## config.mk

```make
export PLATFORM = sky130hd
export DESIGN_NAME = rtcrd_read_slave
export DESIGN_NICKNAME = d
export VERILOG_FILES = /design/src/rtcrd_pkg.sv /design/src/rtcrd_linesync.sv /design/src/rtcrd_read_slave.sv
export SDC_FILE = /design/constraint.sdc
export NUM_CORES = 1
export LEC_CHECK = 0
export ABC_CLOCK_PERIOD_IN_PS = 2400
export BUFFER_PORTS_ARGS = -buffer_cell sky130_fd_sc_hd__buf_4
export CAP_MARGIN = 25
export CORE_MARGIN = 2
export CORE_UTILIZATION = 45
export CTS_CLUSTER_SIZE = 14
export DETAILED_ROUTE_END_ITERATION = 8
export GPL_TIMING_DRIVEN = 0
export PLACE_DENSITY = 0.65
export SLEW_MARGIN = 15
export SYNTH_ARGS = -nofsm -noshare
export SYNTH_HDL_FRONTEND = slang
export SYNTH_HIERARCHICAL = 1
export SYNTH_SLANG_ARGS = --single-unit
```

## constraint.sdc

```tcl
create_clock -name core_clk -period 2.4 [get_ports core_clk]
set_clock_uncertainty 0.05 [all_clocks]
set_input_delay 0.12 -clock core_clk [delete_from_list [all_inputs] [get_ports core_clk]]
set_output_delay 0.12 -clock core_clk [all_outputs]
set_load 0.01 [all_outputs]
```

## src/rtcrd_pkg.sv

```systemverilog
// Constants, types and states for the clock chip's two-wire read-mode slave port
package rtcrd_pkg;

  // Bus address and direction
  localparam logic [6:0] RTCRD_SLAVE_ADDR = 7'h68;
  localparam logic RTCRD_DIR_READ = 1'b1;

  // Widths and counts
  localparam int RTCRD_PTR_W = 6;
  localparam int RTCRD_DATA_W = 8;
  localparam logic [5:0] RTCRD_PTR_RST = 6'h00;
  localparam logic [5:0] RTCRD_PTR_STEP = 6'h01;
  localparam logic [3:0] RTCRD_ADDR_BITS = 4'h8;
  localparam logic [3:0] RTCRD_LAST_BIT = 4'h7;
  localparam logic [3:0] RTCRD_BIT_STEP = 4'h1;

  // Data hold after SCL falls, in ns, and its cycle count at 200 MHz
  localparam int RTCRD_CLK_PS = 5000;
  localparam int RTCRD_HOLD_NS = 300;
  localparam int RTCRD_HOLD_CYC_I = (RTCRD_HOLD_NS * 1000 + RTCRD_CLK_PS - 1) / RTCRD_CLK_PS;
  localparam logic [6:0] RTCRD_HOLD_CYC = 7'(RTCRD_HOLD_CYC_I);
  localparam logic [6:0] RTCRD_HOLD_ONE = 7'h01;
  localparam logic [6:0] RTCRD_HOLD_ZERO = 7'h00;

  // Transfer states, Gray coded along the read path
  typedef enum logic [2:0] {
    RTCRD_ST_IDLE = 3'b000,
    RTCRD_ST_ADDR = 3'b001,
    RTCRD_ST_AACK = 3'b011,
    RTCRD_ST_TX   = 3'b010,
    RTCRD_ST_MACK = 3'b110
  } rtcrd_st_t;

  // Raw or synchronised line levels
  typedef struct packed {
    logic scl;
    logic sda;
  } rtcrd_line_t;

  // Line events seen in the core clock domain
  typedef struct packed {
    logic scl;
    logic sda;
    logic scl_rise;
    logic scl_fall;
    logic start;
    logic stop;
  } rtcrd_evt_t;

  // Pointer load from the write path
  typedef struct packed {
    logic en;
    logic [RTCRD_PTR_W-1:0] val;
  } rtcrd_ptr_ld_t;

  // Synchroniser state: two stages plus an edge stage
  typedef struct packed {
    rtcrd_line_t s1;
    rtcrd_line_t s2;
    rtcrd_line_t s3;
  } rtcrd_sync_st_t;

  // Core state
  typedef struct packed {
    rtcrd_st_t st;
    logic [3:0] bits;
    logic [RTCRD_DATA_W-1:0] shreg;
    logic [RTCRD_PTR_W-1:0] ptr;
    logic [6:0] hold;
    logic pin_low;
  } rtcrd_core_t;

endpackage : rtcrd_pkg

```

## src/rtcrd_linesync.sv

```systemverilog
// Two-stage synchroniser, START/STOP finder for SCL and SDA, and edge finder for SCL
`timescale 1ns/1ps
module rtcrd_linesync
(
  input wire logic core_clk,
  input wire logic reset,
  input rtcrd_pkg::rtcrd_line_t line_raw,
  output rtcrd_pkg::rtcrd_evt_t ev
);
  import rtcrd_pkg::*;

  rtcrd_sync_st_t r_ff;
  rtcrd_sync_st_t nxt_r;

  // Shift both lines through the stages
  always_comb
  begin
    nxt_r = r_ff;
    nxt_r.s1 = line_raw;
    nxt_r.s2 = r_ff.s1;
    nxt_r.s3 = r_ff.s2;
  end

  // Idle bus reads high
  always_ff @(posedge core_clk or posedge reset)
  begin
    if (reset)
    begin
      r_ff <= '{s1: '{scl: 1'b1, sda: 1'b1}, s2: '{scl: 1'b1, sda: 1'b1}, s3: '{scl: 1'b1, sda: 1'b1}};
    end
    else
    begin
      r_ff <= nxt_r;
    end
  end

  // Events from stage two against stage three only
  always_comb
  begin
    ev.scl = r_ff.s2.scl;
    ev.sda = r_ff.s2.sda;
    ev.scl_rise = r_ff.s2.scl & ~r_ff.s3.scl;
    ev.scl_fall = ~r_ff.s2.scl & r_ff.s3.scl;
    ev.start = r_ff.s2.scl & r_ff.s3.scl & ~r_ff.s2.sda & r_ff.s3.sda;
    ev.stop = r_ff.s2.scl & r_ff.s3.scl & r_ff.s2.sda & ~r_ff.s3.sda;
  end

endmodule : rtcrd_linesync

```

## src/rtcrd_read_slave.sv

```systemverilog
// Read-mode slave transmitter of the clock chip's two-wire port
`timescale 1ns/1ps
module rtcrd_read_slave
(
  input wire logic core_clk,
  input wire logic reset,
  input wire logic scl_i,
  input wire logic sda_i,
  output logic sda_o,
  output logic sda_oe,
  input rtcrd_pkg::rtcrd_ptr_ld_t ptr_ld,
  output logic [rtcrd_pkg::RTCRD_PTR_W-1:0] ptr_o,
  output logic [rtcrd_pkg::RTCRD_PTR_W-1:0] rd_addr,
  input wire logic [rtcrd_pkg::RTCRD_DATA_W-1:0] rd_data,
  output logic rd_active
);
  import rtcrd_pkg::*;

  rtcrd_line_t line_raw;
  rtcrd_evt_t ev;
  rtcrd_core_t r_ff;
  rtcrd_core_t nxt_r;
  logic drive_tgt;
  logic addr_hit;

  assign line_raw = '{scl: scl_i, sda: sda_i};

  // Pin synchroniser and condition finder
  rtcrd_linesync u_sync
  (
    .core_clk(core_clk),
    .reset(reset),
    .line_raw(line_raw),
    .ev(ev)
  );

  // Level the pin should take once the hold time is over
  assign drive_tgt = (r_ff.st == RTCRD_ST_AACK) || (r_ff.st == RTCRD_ST_TX && !r_ff.shreg[RTCRD_DATA_W-1]);
  assign addr_hit = (r_ff.shreg[7:1] == RTCRD_SLAVE_ADDR) && (r_ff.shreg[0] == RTCRD_DIR_READ);

  // Transfer sequencing
  always_comb
  begin
    nxt_r = r_ff;
    if (r_ff.hold != RTCRD_HOLD_ZERO)
    begin
      nxt_r.hold = r_ff.hold - RTCRD_HOLD_ONE;
    end
    if (r_ff.hold == RTCRD_HOLD_ONE)
    begin
      nxt_r.pin_low = drive_tgt;
    end
    if (ptr_ld.en)
    begin
      nxt_r.ptr = ptr_ld.val;
    end
    if (ev.start)
    begin
      nxt_r.st = RTCRD_ST_ADDR;
      nxt_r.bits = 4'h0;
      nxt_r.hold = RTCRD_HOLD_ZERO;
      nxt_r.pin_low = 1'b0;
    end
    else if (ev.stop)
    begin
      nxt_r.st = RTCRD_ST_IDLE;
      nxt_r.hold = RTCRD_HOLD_ZERO;
      nxt_r.pin_low = 1'b0;
    end
    else
    begin
      case (r_ff.st)
        RTCRD_ST_IDLE:
        begin
          nxt_r.st = RTCRD_ST_IDLE;
        end
        RTCRD_ST_ADDR:
        begin
          if (ev.scl_rise && r_ff.bits != RTCRD_ADDR_BITS)
          begin
            nxt_r.shreg = {r_ff.shreg[RTCRD_DATA_W-2:0], ev.sda};
            nxt_r.bits = r_ff.bits + RTCRD_BIT_STEP;
          end
          else if (ev.scl_fall && r_ff.bits == RTCRD_ADDR_BITS)
          begin
            if (addr_hit)
            begin
              nxt_r.st = RTCRD_ST_AACK;
              nxt_r.hold = RTCRD_HOLD_CYC;
            end
            else
            begin
              nxt_r.st = RTCRD_ST_IDLE;
            end
          end
        end
        RTCRD_ST_AACK:
        begin
          if (ev.scl_fall)
          begin
            nxt_r.st = RTCRD_ST_TX;
            nxt_r.shreg = rd_data;
            nxt_r.bits = 4'h0;
            nxt_r.hold = RTCRD_HOLD_CYC;
          end
        end
        RTCRD_ST_TX:
        begin
          if (ev.scl_fall)
          begin
            nxt_r.hold = RTCRD_HOLD_CYC;
            if (r_ff.bits == RTCRD_LAST_BIT)
            begin
              nxt_r.st = RTCRD_ST_MACK;
              nxt_r.ptr = r_ff.ptr + RTCRD_PTR_STEP;
            end
            else
            begin
              nxt_r.shreg = {r_ff.shreg[RTCRD_DATA_W-2:0], 1'b0};
              nxt_r.bits = r_ff.bits + RTCRD_BIT_STEP;
            end
          end
        end
        RTCRD_ST_MACK:
        begin
          if (ev.scl_rise && ev.sda)
          begin
            nxt_r.st = RTCRD_ST_IDLE;
            nxt_r.hold = RTCRD_HOLD_ZERO;
            nxt_r.pin_low = 1'b0;
          end
          else if (ev.scl_fall)
          begin
            nxt_r.st = RTCRD_ST_TX;
            nxt_r.shreg = rd_data;
            nxt_r.bits = 4'h0;
            nxt_r.hold = RTCRD_HOLD_CYC;
          end
        end
        default:
        begin
          nxt_r.st = RTCRD_ST_IDLE;
        end
      endcase
    end
  end

  // State register
  always_ff @(posedge core_clk or posedge reset)
  begin
    if (reset)
    begin
      r_ff <= '{st: RTCRD_ST_IDLE, bits: 4'h0, shreg: 8'h00, ptr: RTCRD_PTR_RST, hold: 7'h00, pin_low: 1'b0};
    end
    else
    begin
      r_ff <= nxt_r;
    end
  end

  // Open-drain pin: only ever pulls low
  assign sda_o = 1'b0;
  assign sda_oe = r_ff.pin_low;
  assign ptr_o = r_ff.ptr;
  assign rd_addr = r_ff.ptr;
  assign rd_active = (r_ff.st != RTCRD_ST_IDLE);

  logic quiet;
  logic nack_now;
  assign quiet = !ev.start && !ev.stop;
  // Master not-acknowledge seen this cycle
  assign nack_now = (r_ff.st == RTCRD_ST_MACK) && ev.scl_rise && ev.sda && quiet;
endmodule : rtcrd_read_slave

```

==> impl_metrics.json <==
{
  "fillCellCount": 488,
  "synth_area_um2": 2380,
  "dp_hpwl_um": 3930,
  "ir_drop_v": 0.000563,
  "vias": 2072,
  "timing.critical_path.from_type": "flip-flop",
  "final_cell_mix": "47 x buf_4, 29 x dfrtp_1, 20 x inv_1",
  "grt_max_degree": 30,
  "critPathMaxStageDelay_ns": 0.55,
  "cp-startpoint": "u_sync/r_ff[1]$_DFF_PP1_",
  "tightest_slew_ns": 0.644,
  "cp_data_arrival_time_ns": 2.37,
  "nets": 331,
  "core_region_area_um2": 5110,
  "firstDrtPassIters": 4,
  "diodes": 0,
  "post-route-min-period_ns": 2.24,
  "hold_violations": 0,
  "finalMaxSlewViolations": 0,
  "final_layout_size_suffix_gt1_share_pct": 25.7,
  "yosys_warnings": 6,
  "worstSetupEndpointType": "flip-flop",
  "drt-total-wl_um": 5520,
  "viasPerCell": 5.50,
  "cts-root-buf": "clkbuf_8",
  "dieHeight_um": 76.7,
  "gp_congestion": 0.875,
  "cp.required_ns": 2.52,
  "hold_class": "input pin to flip-flop",
  "port_buffers": 32,
  "cts_tree": "yes",
  "clock_latency_ns": 0.29,
  "clkTransAtPathRegs_ns": 0.07,
  "mostFrequentLayoutCell": "buf_4",
  "fmax_mhz": 445,
  "clock-sinks": 35,
  "ant_nets": 0,
  "drt_iter0_markers": 130,
  "totalNegativeSetupSlack_ns": 0,
  "start_util_pct": 46.6,
  "grt_pass1_wl_um": 9640,
  "cellLeakagePower_uw": 0.00129,
  "post-cts-setup-buffers": 0,
  "grt_overflow": 0,
  "crit_chain": "nor2b_1 > buf_2 > nand4b_1 > nor3_1 > o21ai_0 > nand2_1 > a211oi_1",
  "cp_top_family": "simple AND/OR/NAND/NOR gates",
  "utilization_pct": 56.1,
  "syn_area_per_cell_um2": 9.01,
  "crit_type": "flip-flop to flip-flop",
  "regArea_um2": 883,
  "drv_cap": 0,
  "htreeDepth": 2,
  "slew_headroom_pct": 57.0,
  "dieArea_um2": 5890,
  "status": "completed",
  "r2r-start": "u_sync/r_ff[1]$_DFF_PP1_",
  "critPathBufInv": 1,
  "area_growth_pct": 20.3,
  "power_density_nw_per_um2": 940,
  "drc_errors": 0,
  "grt_pass1_vias": 2072,
  "cts-buffers-inserted": 5,
  "synth_fp_nets": 289,
  "grt_antenna_before_repair": 0,
  "period_share_pct": 93.5,
  "crit_slowest_cell": "dfstp_2",
  "fp.dieW_um": 76.7,
  "avgRoutedWirePerCell_um": 14.6,
  "hp-start": "ptr_ld[5]",
  "cts_buffer_depth": 2,
  "multi_input_area_um2": 1260,
  "grt_use_total_pct": 20.2,
  "io_pins": 34,
  "crit_fanout": 10,
  "rsz0062_at_grt": "no",
  "rows": 26,
  "synth_cells": 264,
  "finalSetupViolCount": 0
}
==> worst register-to-register path, stage by stage, from the launching register on <==
cell and delay, ns:
dfstp_2 0.55, nor2b_1 0.29, buf_2 0.28, nand4b_1 0.22, nor3_1 0.40, o21ai_0 0.13, nand2_1 0.15, a211oi_1 0.07
==> final timing paths <==
check | end | slack (ns) | cells after the start
min in group asynchronous | r_ff[7]$_DFF_PP0_ | 0.44 | 3
worst min-delay path | ptr_o[5]$_DFF_PP0_ | 0.04 | 3
max in group asynchronous | r_ff[22]$_DFFE_PP0P_ | 1.45 | 3
worst max-delay path | r_ff[2]$_DFF_PP0_ | 0.16 | 7
worst max register to register | r_ff[2]$_DFF_PP0_ | 0.16 | 7
worst min register to register | u_sync/ev[4]$_DFF_PP1_ | 0.31 | 0
==> layer usage <==
layer	GRT usage (%)	up-vias	share of wire (%)
met3	4.71	10	5.4
met5	0	-	0
li1	-	1038	-
met1	27.8	960	47
met2	31.7	64	46
met4	6.55	0	1.9
==> through the flow <==
step | cell area [µm²] | hold slack, ns | total power (µW) | cells | setup WS, ns
final | 2860 | 0.0426 | 2690 | 377 | 0.155
after global routing | 2860 | 0.0840 | 2910 | 377 | 0.0180
after CTS | 2860 | 0.0446 | 2700 | 377 | 0.0865
after detailed placement | 2710 | 0.179 | 2130 | 366 | -0.0350
after global placement | 2710 | 0.179 | 2110 | 366 | -0.0421
after floorplan | 2380 | 0.0690 | 1820 | 264 | 0.392
==> power breakdown <==
part | total (µW) | switching, µW | leakage, µW | internal (µW)
Sequential | 940 | 178 | 0.000429 | 762
Clock | 558 | 221 | 0.0000612 | 336
Combinational | 1190 | 623 | 0.000799 | 569
Total | 2690 | 1020 | 0.00129 | 1670
==> state kept, by name, indices dropped and copies added (netlist names) <==
| register | count |
|---|---|
| u_sync/ev | 2 |
| sda_oe | 1 |
| r_ff | 22 |
| u_sync/nxt_r | 2 |
| u_sync/r_ff | 2 |
| ptr_o | 6 |
==> final cells by class <==
cell class	count	area share [%]
clock inverters	2	1.22
clock buffers	6	2.88
repair buffers	35	9.44
well taps	70	3.06
flip-flops and latches	35	30.9
multi-input cells	182	43.9
plain buffers	26	5.90
inverters	21	2.75
==> what timing repair did <==
action,in CTS,in global routing
hold buffers,3,0
hold endpoints to repair,37,0
gates resized for setup,1,1
endpoints found under the setup margin,8,8
No activity file was read; power rests on OpenSTA's default activity.
